### src/hdl/cec_pkg.sv
// package: constants and an edge-match function for the comparator edge interrupt controller
// ----------------------------------------------------------------------------
// ----------------------------------------------------------------------------
package cec_pkg;
    localparam int CEC_NCH = 3;
    localparam int CEC_AW = 12;
    // register byte offsets
    localparam logic [11:0] CEC_OFF_CTRL = 12'h000;
    localparam logic [11:0] CEC_OFF_STAT = 12'h004;
    localparam logic [11:0] CEC_OFF_MASK = 12'h008;
    localparam logic [11:0] CEC_OFF_OUT = 12'h00C;
    // control register fields
    localparam int CEC_F_EN = 0;
    localparam int CEC_F_INV = 1;
    localparam int CEC_F_FLT = 2;
    localparam int CEC_F_EDG = 4;
    localparam logic [5:0] CEC_CTRL_RST = 6'h00;
    // edge_select encodings
    localparam logic [1:0] CEC_EDGE_NONE = 2'h0;
    localparam logic [1:0] CEC_EDGE_RISE = 2'h1;
    localparam logic [1:0] CEC_EDGE_FALL = 2'h2;
    localparam logic [1:0] CEC_EDGE_BOTH = 2'h3;
    // filter sample counts per filter_select code (code 0 = filter bypass)
    localparam logic [3:0] CEC_FLT_N1 = 4'h3;
    localparam logic [3:0] CEC_FLT_N2 = 4'h6;
    localparam logic [3:0] CEC_FLT_N3 = 4'hC;

    function automatic logic cec_edge_hit(input logic [1:0] sel, input logic prev, input logic cur);
        cec_edge_hit = ((sel == CEC_EDGE_RISE || sel == CEC_EDGE_BOTH) && !prev && cur) ||
                       ((sel == CEC_EDGE_FALL || sel == CEC_EDGE_BOTH) && prev && !cur);
    endfunction
endpackage

### src/hdl/cec_chan_if.sv
// interface: shared control and per-channel level and event bundle between top and channel logic
`timescale 1ns/1ps
interface cec_chan_if;
    logic enable;
    logic invert;
    logic [1:0] filter_select;
    logic [1:0] edge_select;
    logic [cec_pkg::CEC_NCH-1:0] level;
    logic [cec_pkg::CEC_NCH-1:0] edge_pulse;
    modport ctl (output enable, output invert, output filter_select, output edge_select,
                 input level, input edge_pulse);
    modport chan (input enable, input invert, input filter_select, input edge_select,
                  output level, output edge_pulse);
endinterface

### src/hdl/cec_chan.sv
// module: inversion, digital filter and edge detect for all comparator channels
`timescale 1ns/1ps
module cec_chan #(
    parameter int NCH = cec_pkg::CEC_NCH
) (
    // clock and reset
    input wire logic clk,
    input wire logic srst,
    // raw analog comparator results
    input wire logic [NCH-1:0] comparator_output,
    // control and events
    cec_chan_if.chan cif
);
    import cec_pkg::*;

    initial begin
        if (NCH < 1 || NCH > 8) $error("cec_chan: NCH out of range");
    end

    typedef struct packed {
        logic [NCH-1:0] raw;
        logic [NCH-1:0] filt;
        logic [NCH-1:0] prev;
        logic [NCH-1:0][3:0] cnt;
        logic [NCH-1:0] pulse;
    } cec_chan_s;

    cec_chan_s st, next_st;
    logic [3:0] need;
    logic [NCH-1:0] pol;

    always_comb begin
        case (cif.filter_select)
            2'h1: need = CEC_FLT_N1;
            2'h2: need = CEC_FLT_N2;
            2'h3: need = CEC_FLT_N3;
            default: need = 4'h0;
        endcase
    end

    // inversion first, then filter, then edge detection
    always_comb begin
        next_st = st;
        pol = comparator_output ^ {NCH{cif.invert}};
        for (int i = 0; i < NCH; i++) begin
            next_st.raw[i] = pol[i];
            if (!cif.enable) begin
                next_st.cnt[i] = 4'h0;
                next_st.filt[i] = 1'b0;
            end else if (need == 4'h0) begin
                next_st.filt[i] = pol[i];
            end else if (pol[i] != st.raw[i]) begin
                next_st.cnt[i] = 4'h0;
            end else if (st.cnt[i] + 4'h1 >= need) begin
                next_st.filt[i] = st.raw[i];
                next_st.cnt[i] = need;
            end else begin
                next_st.cnt[i] = st.cnt[i] + 4'h1;
            end
            next_st.prev[i] = st.filt[i];
            next_st.pulse[i] = cif.enable && cec_edge_hit(cif.edge_select, st.prev[i], st.filt[i]);
        end
    end

    always_ff @(posedge clk) begin
        if (srst) begin
            st <= '0;
        end else begin
            st <= next_st;
        end
    end

    assign cif.level = st.filt;
    assign cif.edge_pulse = st.pulse;

    rise_pulse_a: assert property (@(posedge clk) disable iff (srst)
        (cif.enable && cif.edge_select == CEC_EDGE_RISE && !st.prev[0] && st.filt[0]) |=> st.pulse[0])
        else $error("rising edge gave no pulse");
    // a pulse only ever follows one change of the registered filtered level
    one_cycle_a: assert property (@(posedge clk) disable iff (srst)
        st.pulse[0] |-> st.prev[0] != $past(st.prev[0]))
        else $error("edge pulse without a filtered level change");
    none_sel_a: assert property (@(posedge clk) disable iff (srst)
        (cif.edge_select == CEC_EDGE_NONE) |=> !st.pulse[0])
        else $error("pulse with no edge selected");
    stop_off_a: assert property (@(posedge clk) disable iff (srst)
        !cif.enable |=> !st.filt[0] && !st.pulse[0])
        else $error("comparator active while disabled");
    bypass_a: assert property (@(posedge clk) disable iff (srst)
        (cif.enable && cif.filter_select == 2'h0) |=> st.filt[0] == $past(pol[0]))
        else $error("bypass path not following inverted input");
endmodule

### src/hdl/cec_top.sv
// module: comparator edge interrupt controller top with apb registers
`timescale 1ns/1ps
module cec_top #(
    parameter int NCH = cec_pkg::CEC_NCH
) (
    // clock and reset
    input wire logic clk,
    input wire logic srst,
    // apb slave
    input wire logic psel,
    input wire logic penable,
    input wire logic pwrite,
    input wire logic [cec_pkg::CEC_AW-1:0] paddr,
    input wire logic [31:0] pwdata,
    input wire logic [3:0] pstrb,
    output logic [31:0] prdata,
    output logic pready,
    output logic pslverr,
    // analog comparator side
    input wire logic [NCH-1:0] comparator_output,
    output logic comparator_enable,
    // interrupt
    output logic irq
);
    import cec_pkg::*;

    initial begin
        if (NCH < 1 || NCH > 8) $error("cec_top: NCH out of range");
    end

    typedef struct packed {
        logic [5:0] ctrl;
        logic [NCH-1:0] stat;
        logic [NCH-1:0] mask;
        logic [31:0] rdata;
        logic ready;
        logic err;
        logic en;
        logic irq;
    } cec_top_s;

    cec_top_s st, next_st;
    cec_chan_if cif();

    // --------------------------------------------------------------
    // channel processing
    // --------------------------------------------------------------
    cec_chan #(.NCH(NCH)) u_chan (
        .clk(clk),
        .srst(srst),
        .comparator_output(comparator_output),
        .cif(cif)
    );

    assign cif.enable = st.ctrl[CEC_F_EN];
    assign cif.invert = st.ctrl[CEC_F_INV];
    assign cif.filter_select = st.ctrl[CEC_F_FLT +: 2];
    assign cif.edge_select = st.ctrl[CEC_F_EDG +: 2];

    function automatic logic hit(input logic [CEC_AW-1:0] a, input logic [11:0] off);
        hit = (a == off);
    endfunction

    // --------------------------------------------------------------
    // register file and interrupt logic
    // --------------------------------------------------------------
    logic setup, wr, rd, mapped, clr_stat;
    always_comb begin
        next_st = st;
        setup = psel && !penable && !st.ready;
        wr = setup && pwrite;
        rd = setup && !pwrite;
        mapped = hit(paddr, CEC_OFF_CTRL) || hit(paddr, CEC_OFF_STAT) ||
                 hit(paddr, CEC_OFF_MASK) || hit(paddr, CEC_OFF_OUT);
        clr_stat = rd && hit(paddr, CEC_OFF_STAT);
        next_st.ready = setup;
        next_st.err = setup && !mapped;
        next_st.rdata = 32'h0000_0000;
        if (rd) begin
            if (hit(paddr, CEC_OFF_CTRL)) next_st.rdata[5:0] = st.ctrl;
            if (hit(paddr, CEC_OFF_STAT)) next_st.rdata[NCH-1:0] = st.stat;
            if (hit(paddr, CEC_OFF_MASK)) next_st.rdata[NCH-1:0] = st.mask;
            if (hit(paddr, CEC_OFF_OUT)) next_st.rdata[NCH-1:0] = cif.level;
        end
        if (wr && pstrb[0]) begin
            if (hit(paddr, CEC_OFF_CTRL)) next_st.ctrl = pwdata[5:0];
            if (hit(paddr, CEC_OFF_MASK)) next_st.mask = pwdata[NCH-1:0];
        end
        // set wins over the read clear
        next_st.stat = (clr_stat ? '0 : st.stat) | cif.edge_pulse;
        next_st.en = next_st.ctrl[CEC_F_EN];
        next_st.irq = |(next_st.stat & next_st.mask);
    end

    always_ff @(posedge clk) begin
        if (srst) begin
            st <= '0;
            st.ctrl <= CEC_CTRL_RST;
        end else begin
            st <= next_st;
        end
    end

    assign prdata = st.rdata;
    assign pready = st.ready;
    assign pslverr = st.err;
    assign comparator_enable = st.en;
    assign irq = st.irq;

    sticky_set_a: assert property (@(posedge clk) disable iff (srst)
        cif.edge_pulse[0] |=> st.stat[0])
        else $error("edge event not latched");
    // an unmasked event raises the interrupt; checked only when no apb write is in its setup cycle
    irq_level_a: assert property (@(posedge clk) disable iff (srst)
        (cif.edge_pulse[0] && st.mask[0] && !wr) |=> irq)
        else $error("unmasked event gave no interrupt");
    enable_out_a: assert property (@(posedge clk) disable iff (srst)
        (wr && pstrb[0] && hit(paddr, CEC_OFF_CTRL)) |=> comparator_enable == $past(pwdata[CEC_F_EN]))
        else $error("enable bit not applied");
    apb_ready_a: assert property (@(posedge clk) disable iff (srst)
        (psel && !penable) |=> pready ##1 !pready)
        else $error("apb answer timing wrong");
endmodule

### config.mk
export PLATFORM = sky130hd
export DESIGN_NAME = cec_top
export DESIGN_NICKNAME = d
export VERILOG_FILES = /design/src/hdl/cec_pkg.sv /design/src/hdl/cec_chan_if.sv /design/src/hdl/cec_chan.sv /design/src/hdl/cec_top.sv
export SDC_FILE = /design/constraint.sdc
export NUM_CORES = 1
export LEC_CHECK = 0
export BUFFER_PORTS_ARGS = -buffer_cell sky130_fd_sc_hd__buf_2
export CORE_MARGIN = 2
export CORE_UTILIZATION = 46
export CTS_CLUSTER_SIZE = 14
export DETAILED_ROUTE_END_ITERATION = 10
export GPL_TIMING_DRIVEN = 0
export PLACE_DENSITY = 0.86
export SLEW_MARGIN = 40
export SYNTH_ARGS = -nofsm -noshare
export SYNTH_HDL_FRONTEND = slang
export SYNTH_SLANG_ARGS = --single-unit
### constraint.sdc
create_clock -name clk -period 2.6 [get_ports clk]
set_input_delay 0.13 -clock clk [delete_from_list [all_inputs] [get_ports clk]]
set_output_delay 0.13 -clock clk [all_outputs]
set_load 0.05 [all_outputs]
# [Word-level counts from Yosys, hierarchy flattened]
# Cells that the tools add are included.
[word_totals] ff_bits=71
[op_classes] magnitude_cmp=3 n_bitwise=6 reduce_logical=53 n_addsub=3 eq_ne=15 muxes=25
[ops] op="$eq A12 B4 Y1 const B" n=2
[ops] op="$mux W4" n=6
[ops] op="$logic_and A1 B1 Y1" n=22
[ops] op="$mux W3" n=7
[ops] op="$add A4 B1 Y4 const B" n=3
[ops] op="$eq A12 B3 Y1 const B" n=1
[ops] op="$ge A4 B4 Y1" n=3
[ops] op="$logic_not A12 Y1" n=1
[ops] op="$pmux W4 S3" n=1
[ops] op="$mux W1" n=11
[ops] op="$logic_not A1 Y1" n=10
[ops] op="$eq A2 B2 Y1 const B" n=4
[ops] op="$logic_or A1 B1 Y1" n=8
[ops] op="$reduce_and A2 Y1" n=4
[ops] op="$reduce_bool A2 Y1" n=3
[ops] op="$reduce_or A3 Y1" n=2
[ops] op="$eq A2 B1 Y1 const B" n=2
[ops] op="$logic_not A4 Y1" n=1
[ops] op="$ne A2 B1 Y1 const B" n=2
[ops] op="$reduce_or A2 Y1" n=2
[ops] op="$and A3 B3 Y3" n=1
[ops] op="$ne A1 B1 Y1" n=3
[ops] op="$not A1 Y1" n=3
[ops] op="$or A3 B3 Y3" n=1
[ops] op="other kinds (2)" n=2

# [Longest topological paths before layout]
# Gate-level depths: netlist (run 1).
[depth] depth_word=9 mapped_depth=9

# [Modules after synthesis]
# From an unflattened synthesis (run 1), not the netlist that was laid out.
[unflattened] cells_unflattened=302 hier_area_um2=2695.1
[by_module_without_submodules] mod="cec_chan" seq_area_each_um2=480.5 cells_each=183 n_inst=1 area_per_inst_um2=1579.0
[by_module_without_submodules] mod="cec_top" seq_area_each_um2=420.4 cells_each=119 n_inst=1 area_per_inst_um2=1116.1

# [Least setup slack after synthesis (run 1)]
# Ideal clock, no wire load.
[synth_timing] kind="register to register" start="reg st (netlist bit cif.filter_select[0])" end="reg u_chan.st[3] in the netlist's numbering" path_stages_with_launch=10 required_time_ns=2.478 setup_slack_ns=0.252 setup_time_ns=0.122 arrival_ns=2.226 cell_sequence="dfxtp_1 -> inv_1 -> ha_1 -> inv_1 -> ha_1 -> a21o_1 -> maj3_1 -> a21oi_2 -> nor3b_1 -> a221o_1"
[synth_via] elab_chain_cells=5 elab_cells_between_ends=8 classes_between="1 x order compare; 3 x eq/ne; 3 x mux; 1 x reduce/logical"
[synth_rtl] item="start, declared" line="cec_top.sv:42" source="cec_top_s st, next_st;"
[synth_rtl] item="start signal, assigned" line="cec_top.sv:100" source="st <= next_st;"
[synth_rtl] item="$eq A2 B2 Y1 / $eq A2 B1 Y1 (equally long branches)" line="cec_chan.sv:33" source="case (cif.filter_select)"
[synth_rtl] item="$pmux W4 S3 *" line="cec_chan.sv:33"
[synth_rtl] item="$ge A4 B4 Y1" line="cec_chan.sv:54" source="end else if (st.cnt[i] + 4'h1 >= need) begin"
[synth_rtl] item="$mux W4" line="cec_chan.sv:54"
[synth_rtl] item="$mux W4" line="cec_chan.sv:52" source="end else if (pol[i] != st.raw[i]) begin"
[synth_rtl] item="end signal, assigned" line="cec_chan.sv:69" source="st <= next_st;"
[synth_rtl] item="end, declared" line="cec_chan.sv:28" source="cec_chan_s st, next_st;"
# Mark *: on every way between the ends. The rest lies on a longest branch, timed or not.
# A chain may end at the register's enable or synchronous reset.

# [Worst setup path after layout (run 1)]
[layout_timing] start="reg st (netlist bit cif.filter_select[1])" end="reg u_chan.st[12] in the netlist's numbering"
# The elaborated chain is that of the path after synthesis.

==> load_flow_metrics.sql, run 1 <==
INSERT INTO impl_metrics (metric_group, metric, value, unit) VALUES
('outcome', 'run_status', 'complete, no violations', ''),
('synth', 'ys.warnings.count', '0', ''),
('final_layout', 'layout.cells.most_common', 'sky130_fd_sc_hd__dfxtp_1', ''),
('critical_path', 'number_of_cells_on_the_worst_reg_to_reg_path', '10', ''),
('detailed_routing', 'drt_pass1_iterations', '5', ''),
('final_layout', 'final_cell_mix', 'sky130_fd_sc_hd__dfxtp_1, sky130_fd_sc_hd__buf_4, sky130_fd_sc_hd__buf_2', ''),
('final_layout', 'post_route_cells_drive_above_1_share', '28.2', '%'),
('critical_path', 'worst_r2r_endpoint', 'u_chan.st[12]$_SDFFE_PP0N_', ''),
('critical_path', 'cp-end-kind', 'flop', ''),
('final_layout', 'fillers', '481', ''),
('synth', 'seq_area_frac_synth', '34.5', '%'),
('final_layout', 'finish.cell_count_without_fillers', '434', ''),
('power', 'switching_share', '28.2', '%'),
('global_route', 'total_grt_overflow', '0', ''),
('die', 'initial_core_util', '47.4', '%'),
('power', 'power_leakage', '1.43', 'nW'),
('clocking', 'cts_tree', 'built', ''),
('critical_path', 'regToRegSetupSlack', '0.04', 'ns'),
('sta', 'clock-skew-final', '0.00350', 'ns'),
('worst_hold_path', 'worstHoldPathType', 'primary input to flop', ''),
('power', 'power.switching', '0.381', 'mW'),
('sta', 'setup_violations', '0', ''),
('place', 'count_of_input_and_output_buffers', '34', ''),
('detailed_routing', 'wl_met3', '324', 'um'),
('clocking', 'cts.sink_count', '45', ''),
('place', 'place.detailed.instances', '420', ''),
('sta', 'whs', '0.0537', 'ns'),
('clocking', 'clk_root_buffer_cell', 'sky130_fd_sc_hd__clkbuf_8', ''),
('global_route', 'grt_util_all_layers', '18.6', '%'),
('critical_path', 'classification_of_the_worst_setup_path', 'flop to flop', ''),
('detailed_routing', 'dr_total_vias', '2207', ''),
('power', 'vdd_ir_drop_max', '0.000289', 'V'),
('final_layout', 'num_antenna_cells', '0', ''),
('synth', 'post_synthesis_cell_type_count', '50', ''),
('detailed_routing', 'm1WireLength', '2470', 'um'),
('sta', 'slew_headroom', '54.0', '%'),
('sta', 'final-hold-violation-count', '0', ''),
('flow_run', 'timing.max_cap.violations', '0', ''),
('detailed_routing', 'routedWlPerCell', '13.1', 'um'),
('power', 'internal_power', '0.967', 'mW'),
('detailed_routing', 'met2_length', '2750', 'um'),
('sta', 'period_minus_ws_final', '2.56', 'ns'),
('sta', 'final_min_period_over_clock_period', '98.4', '%'),
('final_layout', 'finalNetCount', '434', ''),
('critical_path', 'startpoint_of_the_lowest_slack_register_to_register_path', 'cif.filter_select[1]$_SDFFE_PP0P_', ''),
('global_route', 'grt_pass1_wl', '9230', 'um'),
('clocking', 'cts-htree-levels', '2', ''),
('global_route', 'grt_max_degree', '16', ''),
('final_layout', 'syn_to_final_growth', '21.2', '%'),
('die', 'chip_width', '79.3', 'um'),
('power', 'powerDensity', '427', 'mW/mm2'),
('power', 'combPwrFrac', '13.3', '%'),
('critical_path', 'worstPathArrival', '2.76', 'ns'),
('place', 'dp_slack', '-0.104', 'ns'),
('clocking', 'post_cts_hold_buffer_count', '0', ''),
('sta', 'timing.final.ws_setup', '0.0419', 'ns'),
('synth', 'synth.cell_area', '0.00261', 'mm2'),
('clocking', 'clk-insertion-delay-late', '0.30', 'ns'),
('power', 'power.share.sequential', '51.5', '%'),
('global_route', 'first_global_vias', '1979', ''),
('worst_hold_path', 'worst_hold_startpoint', 'pwdata[4]', ''),
('place', 'place.gp.congestion', '0.851', ''),
('die', 'core_area', '0.00551', 'mm2'),
('place', 'dpl.hpwl', '4230', 'um'),
('detailed_routing', 'avgViaCountPerCell', '5.09', ''),
('clocking', 'clkSlewWorstSetupHoldPaths', '0.09', 'ns'),
('worst_hold_path', 'holdPathEnd', 'cif.edge_select[0]$_SDFFE_PP0P_', ''),
('die', 'fp-row-count', '27', ''),
('clocking', 'clk_path_buf_depth', '2', ''),
('global_route', 'antenna_found_initial', '0', ''),
('clocking', 'cts-buffers-inserted', '5', '');
## kinds of logic after synthesis
logic type,after synthesis,synth area share [%]
adders and majority gates,20,9.31
muxes,20,8.16
xor gates and xnor gates,12,4.03
AOI/OAI and AO/OA,50,12.2
other,1,0.144
and+or+nand+nor,88,19.1
DFF,45,34.5
buffers and inverters,53,12.4
## metal layers
metal,up-vias,track usage [%]
met2,84,30.1
met4,0,8.28
met5,-,0
met3,15,3.52
li1,1091,-
met1,1017,24.1
## Yosys cell counts (all sizes together)
| library cell | n | share of area (%) |
|---|---|---|
| nor2 | 26 | 3.7 |
| maj3 | 3 | 1.2 |
| a31oi | 4 | 0.96 |
| nand4b | 1 | 0.34 |
| ha | 17 | 8.2 |
| nor4 | 4 | 1.8 |
| nor4b | 1 | 0.34 |
| a21oi | 11 | 2.5 |
| a22oi | 1 | 0.48 |
| nand3 | 6 | 1.3 |
| nor3 | 6 | 1.2 |
| mux2 | 4 | 2.0 |
| a211oi | 2 | 0.58 |
| or4 | 3 | 1.1 |
| nor3b | 1 | 0.29 |
| inv | 15 | 2.2 |
| xor2 | 5 | 1.7 |
| o21ai | 17 | 3.3 |
| o32ai | 1 | 0.34 |
| and2 | 2 | 0.48 |
| a221o | 1 | 0.38 |
| dfxtp | 45 | 35 |
| nand2 | 14 | 2.0 |
| nand3b | 7 | 2.0 |
| or4b | 1 | 0.38 |
| o21a | 4 | 1.2 |
| a21o | 3 | 0.86 |
| o31ai | 1 | 0.29 |
| clkbuf | 3 | 0.43 |
| o22ai | 3 | 0.72 |
| or3b | 1 | 0.34 |
| nor2b | 9 | 2.2 |
| buf | 35 | 9.8 |
| or3 | 1 | 0.24 |
| conb | 1 | 0.14 |
| a32oi | 2 | 0.67 |
| xnor2 | 7 | 2.4 |
| nand2b | 5 | 1.5 |
| mux2i | 16 | 6.1 |
## critical path, stage by stage, from the launching register on
cell and delay [ns]:
sky130_fd_sc_hd__dfxtp_2 0.38, sky130_fd_sc_hd__inv_2 0.09, sky130_fd_sc_hd__ha_4 0.30, sky130_fd_sc_hd__inv_1 0.10
sky130_fd_sc_hd__ha_1 0.31, sky130_fd_sc_hd__a21o_1 0.16, sky130_fd_sc_hd__maj3_1 0.39, sky130_fd_sc_hd__a21oi_4 0.30
sky130_fd_sc_hd__buf_4 0.17, sky130_fd_sc_hd__mux2i_1 0.17, sky130_fd_sc_hd__o21ai_0 0.08
## flip-flops by register name, indices dropped and copies added (netlist names)
name	count
pslverr	1
cif.edge_select	2
cif.filter_select	2
irq	1
cif.invert	1
cif.enable	1
u_chan.cif.edge_pulse	3
pready	1
prdata	6
u_chan.cif.level	3
st	6
u_chan.st	18
## worst max-delay path by stage
stage | slack (ns) | to | start | depth (start not counted)
2_1_floorplan | 0.25 | u_chan.st[3]$_SDFFE_PP0N_ | cif.filter_select[0]$_SDFFE_PP0P_ | 9
3_3_place_gp | -0.04 | u_chan.st[3]$_SDFFE_PP0N_ | cif.filter_select[0]$_SDFFE_PP0P_ | 9
3_5_place_dp | -0.10 | u_chan.st[9]$_SDFFE_PP0N_ | cif.filter_select[0]$_SDFFE_PP0P_ | 9
4_1_cts | 0.04 | u_chan.cif.level[2]$_SDFFE_PP0P_ | cif.filter_select[0]$_SDFFE_PP0P_ | 9
5_1_grt | -0.005 | u_chan.st[12]$_SDFFE_PP0N_ | cif.filter_select[1]$_SDFFE_PP0P_ | 10
6_report | 0.04 | u_chan.st[12]$_SDFFE_PP0N_ | cif.filter_select[1]$_SDFFE_PP0P_ | 10
## metrics by stage
step | util (%) | power [mW] | setup TNS [ns] | area (um2)
floorplan | - | 0.857 | 0 | 2700
global placement | 53.8 | 0.886 | -0.154 | 2960
detailed placement | 53.8 | 0.888 | -0.748 | 2960
CTS | 56.6 | 1.35 | 0 | 3110
global route | 57.4 | 1.40 | -0.00478 | 3160
finish | 57.4 | 1.35 | 0 | 3160
## cell type report
| class | count | area (um2) | share of cell area, % |
|---|---|---|---|
| inverters | 15 | 56.3 | 1.78 |
| clock buffers | 6 | 82.6 | 2.61 |
| plain buffers | 38 | 268 | 8.48 |
| well taps | 72 | 90.1 | 2.85 |
| clock inverters | 2 | 17.5 | 0.554 |
| flip-flops and latches | 45 | 906 | 28.7 |
| repair buffers | 40 | 215 | 6.81 |
| multi-input cells | 216 | 1520 | 48.2 |
## timing repair
| item | 4_1_cts | 5_1_grt |
|---|---|---|
| pin swaps | 3 | 2 |
| setup buffers | 2 | 4 |
| setup endpoints to repair | 15 | 15 |
| resized for setup | 5 | 6 |
## power by group through the flow
stage                     registers (mW)  logic [mW]  clock network (mW)
after detailed placement           0.711       0.177                   0
after floorplan                    0.715       0.142                   0
after global placement             0.711       0.175                   0
after global routing               0.694       0.189               0.513
final                              0.694       0.179               0.475
after CTS                          0.695       0.177               0.475
(Power assumes the default switching activity.)
==> inputs of run 2 (changes only) <==
Settings changed: CORE_MARGIN 2 to 3.
==> run 2 against run 1 <==
Net effect: critical path depth decreased by 1; highest routed layer unchanged; hold slack better by 0.012 ns; design area down 0.67%; largest power group unchanged; sequential power is essentially flat; global-route usage is essentially flat; largest cell class unchanged; sequential cell count stayed put.
==> load_flow_metrics.sql, run 2 (synthesis results as in run 1) <==
INSERT INTO impl_metrics (metric_group, metric, value, unit) VALUES
('outcome', 'run_status', 'complete, no violations', ''),
('clocking', 'cts.sink_count', '45', ''),
('die', 'initial_core_util', '49.2', '%'),
('critical_path', 'critical_path.startpoint', 'cif.filter_select[1]$_SDFFE_PP0P_', ''),
('final_layout', 'final_cell_mix', 'sky130_fd_sc_hd__dfxtp_1, sky130_fd_sc_hd__buf_2, sky130_fd_sc_hd__buf_4', ''),
('clocking', 'clk-insertion-delay-late', '0.30', 'ns'),
('critical_path', 'cp-end-kind', 'flop', ''),
('die', 'fp.dieArea', '0.00661', 'mm2'),
('worst_hold_path', 'worstHoldPathType', 'primary input to flop', ''),
('flow_run', 'timing.max_cap.violations', '0', ''),
('clocking', 'clk_root_buffer_cell', 'sky130_fd_sc_hd__clkbuf_8', ''),
('detailed_routing', 'detail_route.iter0.violations', '165', ''),
('critical_path', 'startpoint_of_the_lowest_slack_register_to_register_path', 'cif.filter_select[1]$_SDFFE_PP0P_', ''),
('final_layout', 'fillers', '450', ''),
('sta', 'setup-tns-final', '0', 'ns'),
('sta', 'clock-skew-final', '0.00883', 'ns'),
('die', 'fp-row-count', '26', ''),
('clocking', 'cts_tree', 'built', ''),
('clocking', 'clkSlewWorstSetupHoldPaths', '0.09', 'ns'),
('global_route', 'first_global_vias', '2070', ''),
('power', 'powerDensity', '456', 'mW/mm2'),
('power', 'power_leakage', '1.41', 'nW'),
('detailed_routing', 'avgViaCountPerCell', '5.10', ''),
('critical_path', 'classification_of_the_worst_setup_path', 'flop to flop', ''),
('die', 'core_area', '0.00530', 'mm2'),
('sta', 'final-hold-violation-count', '0', ''),
('critical_path', 'worst_setup_sp_type', 'flop', ''),
('die', 'dieHeight', '81.3', 'um'),
('sta', 'final_min_period_over_clock_period', '94.2', '%'),
('detailed_routing', 'ant_nets', '0', ''),
('global_route', 'total_grt_overflow', '0', ''),
('critical_path', 'critical_path.max_fanout', '7', ''),
('final_layout', 'top_register_by_number_of_flip_flops', 'u_chan.st', ''),
('global_route', 'grt_pass1_wl', '9650', 'um'),
('worst_hold_path', 'worst_hold_startpoint', 'pwdata[3]', ''),
('place', 'place_area', '0.00296', 'mm2'),
('sta', 'whs', '0.0653', 'ns'),
('sta', 'timing.final.max_slew_violations', '0', ''),
('final_layout', 'layout.core_utilization', '59.2', '%'),
('place', 'place.gp.congestion', '0.845', ''),
('detailed_routing', 'drt_wl_total', '5930', 'um'),
('final_layout', 'num_antenna_cells', '0', ''),
('detailed_routing', 'dr_total_vias', '2176', ''),
('final_layout', 'finalNetCount', '429', ''),
('die', 'chip_width', '81.3', 'um'),
('critical_path', 'worstPathArrival', '2.65', 'ns'),
('place', 'dp_slack', '-0.0962', 'ns'),
('final_layout', 'layout.cells.most_common', 'sky130_fd_sc_hd__dfxtp_1', ''),
('sta', 'period_minus_ws_final', '2.45', 'ns'),
('power', 'vdd_ir_drop_max', '0.000411', 'V'),
('clocking', 'cts-htree-levels', '2', ''),
('final_layout', 'max_reg_flops', '18', ''),
('sta', 'fmax', '408', 'MHz'),
('sta', 'rsz0062_at_grt', 'false', ''),
('sta', 'slew_headroom', '57.8', '%'),
('final_layout', 'final_cell_area', '0.00314', 'mm2'),
('global_route', 'antenna_found_initial', '0', ''),
('final_layout', 'syn_to_final_growth', '20.3', '%'),
('final_layout', 'post_route_cells_drive_above_1_share', '27.2', '%'),
('sta', 'timing.final.ws_setup', '0.150', 'ns'),
('global_route', 'grt_max_degree', '17', ''),
('sta', 'setup_violations', '0', ''),
('die', 'total_i_o_pin_count', '92', ''),
('clocking', 'cts-buffers-inserted', '5', ''),
('detailed_routing', 'drc_errors', '0', ''),
('place', 'dpl.hpwl', '4490', 'um'),
('place', 'count_of_input_and_output_buffers', '34', ''),
('detailed_routing', 'routedWlPerCell', '13.9', 'um'),
('sta', 'worst-slew-pin-transition', '0.631', 'ns'),
('detailed_routing', 'drt_pass1_iterations', '4', ''),
('global_route', 'grt_util_all_layers', '18.6', '%'),
('clocking', 'clk_path_buf_depth', '2', ''),
('critical_path', 'worst_ep_required_time', '2.80', 'ns');
-- run 2: cell types whose count changed in the layout (fill, tap and decap cells not counted), sizes merged --
cell and change:
buf -5, bufinv +1, clkbuf -1
-- run 2: report_power, final --
group	switching, mW	internal [mW]	total [mW]	leakage [nW]
logic	0.126	0.0552	0.181	0.983
registers	0.00275	0.691	0.694	0.365
clock network	0.260	0.295	0.555	0.0603
total	0.389	1.04	1.43	1.41
-- run 2: worst max-delay path, stage by stage (launching register included) --
cell and delay (ns):
sky130_fd_sc_hd__dfxtp_2 0.39, sky130_fd_sc_hd__inv_2 0.09, sky130_fd_sc_hd__ha_4 0.30, sky130_fd_sc_hd__inv_1 0.08, sky130_fd_sc_hd__ha_1 0.30, sky130_fd_sc_hd__a21o_1 0.17
sky130_fd_sc_hd__maj3_1 0.38, sky130_fd_sc_hd__a21oi_4 0.28, sky130_fd_sc_hd__nor3b_1 0.09, sky130_fd_sc_hd__a221o_1 0.26
-- run 2: per-stage QoR --
stage | std cells | power [mW]
6_report | 427 | 1.43
3_5_place_dp | 418 | 0.890
3_3_place_gp | 418 | 0.886
5_1_grt | 427 | 1.47
2_1_floorplan | 314 | 0.857
4_1_cts | 426 | 1.43
-- run 2: cell type report --
| cell class | count | area, um2 | area share [%] |
|---|---|---|---|
| multi-input cells | 216 | 1520 | 48.6 |
| well taps | 70 | 87.6 | 2.79 |
| repair buffers | 35 | 178 | 5.66 |
| flip-flops and latches | 45 | 906 | 28.9 |
| plain buffers | 38 | 268 | 8.53 |
| inverters | 15 | 56.3 | 1.79 |
| clock buffers | 5 | 68.8 | 2.19 |
| clock inverters | 3 | 50.0 | 1.59 |
-- run 2: path summary, 6_finish.rpt --
kind | to | slack, ns | cells after the start
worst min register to register | u_chan.st[6]$_SDFFE_PP0N_ | 0.49 | 2
worst max-delay path | u_chan.st[3]$_SDFFE_PP0N_ | 0.15 | 9
worst min-delay path | cif.filter_select[1]$_SDFFE_PP0P_ | 0.07 | 3
worst max register to register | u_chan.st[3]$_SDFFE_PP0N_ | 0.15 | 9
-- run 2: per-layer routing --
metal | share of wire, % | global-route usage, %
met1 | 42 | 22.7
met4 | 1.5 | 4.39
met5 | 0 | 0
met3 | 7.0 | 4.77
met2 | 50 | 32.5
-- run 2: what timing repair did --
| action | CTS | global route |
|---|---|---|
| setup buffers | 0 | 1 |
| resized for setup | 3 | 8 |
| hold buffers | 0 | 0 |
| pin swaps | 3 | 1 |
| cloned | 0 | 0 |
| endpoints found under the setup margin | 14 | 15 |
==> inputs of run 3 (changes only) <==
Settings changed: CORE_UTILIZATION 46 to 50, MAX_ROUTING_LAYER set to met4, PLACE_DENSITY 0.86 to 0.91.
==> run 3 against run 2 <==
Net effect: register-to-register slack worse by 0.11 ns; wire length is 5.3% higher; sequential share of layout area is 0.37 points lower; maximum frequency is 4.4% lower; combinational power hardly changed; critical endpoint is now u_chan.st[9]$_SDFFE_PP0N_; largest cell class unchanged; via count is 7.1% higher; largest power group unchanged.
==> load_flow_metrics.sql, run 3 (synthesis results as in run 1) <==
INSERT INTO impl_metrics (metric_group, metric, value, unit) VALUES
('die', 'dieHeight', '78.2', 'um'),
('detailed_routing', 'drt_wl_total', '6250', 'um'),
('critical_path', 'critical_path.max_fanout', '5', ''),
('clocking', 'cts.sink_count', '45', ''),
('sta', 'fmax', '390', 'MHz'),
('sta', 'final-hold-violation-count', '0', ''),
('critical_path', 'worstPathArrival', '2.75', 'ns'),
('sta', 'worst-slew-pin-transition', '0.648', 'ns'),
('final_layout', 'layout.core_utilization', '65.2', '%'),
('final_layout', 'multi_input_area', '0.00152', 'mm2'),
('global_route', 'grt_pass1_wl', '10100', 'um'),
('detailed_routing', 'ant_nets', '0', ''),
('critical_path', 'regToRegSetupSlack', '0.04', 'ns'),
('global_route', 'first_global_vias', '2219', ''),
('outcome', 'run_status', 'complete, no violations', ''),
('sta', 'final_min_period_over_clock_period', '98.6', '%'),
('sta', 'period_minus_ws_final', '2.56', 'ns'),
('final_layout', 'fillers', '386', ''),
('final_layout', 'max_reg_flops', '18', ''),
('clocking', 'clkSlewWorstSetupHoldPaths', '0.10', 'ns'),
('clocking', 'clk_root_buffer_cell', 'sky130_fd_sc_hd__clkbuf_8', ''),
('final_layout', 'post_route_cells_drive_above_1_share', '28.1', '%'),
('sta', 'clock-skew-final', '0.0162', 'ns'),
('critical_path', 'endpoint', 'u_chan.st[9]$_SDFFE_PP0N_', ''),
('sta', 'setup-tns-final', '0', 'ns'),
('global_route', 'antenna_found_initial', '0', ''),
('clocking', 'clk-insertion-delay-late', '0.32', 'ns'),
('die', 'initial_core_util', '53.4', '%'),
('clocking', 'clk_path_buf_depth', '2', ''),
('die', 'total_i_o_pin_count', '92', ''),
('worst_hold_path', 'worstHoldPathType', 'primary input to flop', ''),
('detailed_routing', 'drt_pass1_iterations', '6', ''),
('global_route', 'total_grt_overflow', '0', ''),
('flow_run', 'timing.max_cap.violations', '0', ''),
('clocking', 'cts-buffers-inserted', '5', ''),
('final_layout', 'layout.cells.most_common', 'sky130_fd_sc_hd__dfxtp_1', ''),
('sta', 'timing.final.max_slew_violations', '0', ''),
('place', 'count_of_input_and_output_buffers', '34', ''),
('critical_path', 'worst_r2r_endpoint', 'u_chan.st[9]$_SDFFE_PP0N_', ''),
('final_layout', 'register_area', '906', 'um2'),
('critical_path', 'startpoint_of_the_lowest_slack_register_to_register_path', 'cif.filter_select[0]$_SDFFE_PP0P_', ''),
('final_layout', 'num_antenna_cells', '0', ''),
('clocking', 'cts-htree-levels', '2', ''),
('final_layout', 'top_register_by_number_of_flip_flops', 'u_chan.st', ''),
('detailed_routing', 'avgViaCountPerCell', '5.42', ''),
('final_layout', 'finalNetCount', '435', ''),
('clocking', 'cts_tree', 'built', ''),
('global_route', 'grt_util_all_layers', '21.2', '%'),
('global_route', 'grt_max_degree', '17', ''),
('critical_path', 'cp-end-kind', 'flop', ''),
('detailed_routing', 'detail_route.iter0.violations', '153', ''),
('critical_path', 'classification_of_the_worst_setup_path', 'flop to flop', ''),
('die', 'core_area', '0.00488', 'mm2'),
('die', 'chip_width', '78.2', 'um'),
('critical_path', 'worst_ep_required_time', '2.78', 'ns'),
('place', 'place.gp.congestion', '0.936', ''),
('critical_path', 'number_of_cells_on_the_worst_reg_to_reg_path', '10', ''),
('critical_path', 'critical_path.startpoint', 'cif.filter_select[0]$_SDFFE_PP0P_', ''),
('detailed_routing', 'routedWlPerCell', '14.5', 'um'),
('sta', 'slew_headroom', '56.6', '%'),
('final_layout', 'syn_to_final_growth', '21.9', '%'),
('place', 'dpl.hpwl', '4340', 'um'),
('die', 'fp-row-count', '25', ''),
('critical_path', 'worst_setup_sp_type', 'flop', ''),
('power', 'powerDensity', '451', 'mW/mm2'),
('power', 'power_leakage', '1.44', 'nW'),
('detailed_routing', 'drc_errors', '0', ''),
('detailed_routing', 'dr_total_vias', '2331', ''),
('power', 'vdd_ir_drop_max', '0.000445', 'V'),
('final_layout', 'final_cell_mix', 'sky130_fd_sc_hd__dfxtp_1, sky130_fd_sc_hd__buf_4, sky130_fd_sc_hd__buf_2', ''),
('sta', 'setup_violations', '0', ''),
('die', 'fp.dieArea', '0.00612', 'mm2');
[run 3: changes by cell type in the layout (fill, tap and decap cells not counted)]
cell / before / now
sky130_fd_sc_hd__inv_1: 13 / 14
sky130_fd_sc_hd__buf_4: 34 / 40
sky130_fd_sc_hd__inv_2: 2 / 1
[run 3: critical path, cell delays in order, from the launching register on]
cell,delay (ns)
sky130_fd_sc_hd__dfxtp_4,0.40
sky130_fd_sc_hd__inv_1,0.11
sky130_fd_sc_hd__ha_4,0.30
sky130_fd_sc_hd__inv_1,0.08
sky130_fd_sc_hd__ha_1,0.31
sky130_fd_sc_hd__a21o_1,0.18
sky130_fd_sc_hd__maj3_1,0.39
sky130_fd_sc_hd__a21oi_4,0.18
sky130_fd_sc_hd__buf_4,0.16
sky130_fd_sc_hd__mux2i_1,0.21
sky130_fd_sc_hd__a21oi_1,0.09
[run 3: power by group]
group          switching, mW  internal, mW
Clock                  0.265         0.295
Sequential           0.00274         0.691
Combinational          0.126        0.0551
Total                  0.393          1.04
[run 3: how the worst min path moves through the flow]
stage,cells past startpoint,slack [ns],to,startpoint
2_1_floorplan,1,0.22,st[41]$_SDFF_PP0_,srst
3_3_place_gp,3,0.36,cif.edge_select[0]$_SDFFE_PP0P_,pwdata[4]
3_5_place_dp,3,0.37,cif.edge_select[0]$_SDFFE_PP0P_,pwdata[4]
4_1_cts,3,0.04,cif.edge_select[0]$_SDFFE_PP0P_,pwdata[4]
5_1_grt,3,0.05,cif.filter_select[1]$_SDFFE_PP0P_,pwdata[3]
6_report,3,0.03,cif.edge_select[1]$_SDFFE_PP0P_,pwdata[5]
[run 3: layer usage]
layer / vias to the layer above / routed length (um) / track usage [%]
met5: - / 0 / -
met4: 0 / 210 / 9.09
met3: 23 / 527 / 4.36
met2: 131 / 3070 / 35.3
met1: 1085 / 2440 / 25.0
li1: 1092 / - / -
[run 3: final cells by class]
type / instances / share of cell area [%]
Clock inverter: 3 / 1.57
Tap cell: 67 / 2.64
Buffer: 38 / 8.42
Inverter: 15 / 1.77
Multi-Input combinational cell: 216 / 47.9
Clock buffer: 5 / 2.16
Timing Repair Buffer: 41 / 7.01
Sequential cell: 45 / 28.5
[run 3: what timing repair did]
action | CTS | global route
buffers inserted | 1 | 6
hold buffers | 0 | 0
gates resized for setup | 5 | 5
pin swaps | 1 | 3
endpoints found under the hold margin | 0 | 0
setup endpoints to repair | 14 | 15
[run 3: stage by stage]
stage	hold slack (ns)	instances	setup slack, ns	area (um2)	power, mW
after floorplan	0.220	314	0.252	2700	0.857
after global placement	0.359	415	-0.0277	2960	0.886
after detailed placement	0.369	415	-0.0976	2960	0.888
after CTS	0.0359	424	0.0320	3110	1.43
after global routing	0.0459	430	-0.00547	3180	1.49
final	0.0322	430	0.0370	3180	1.43
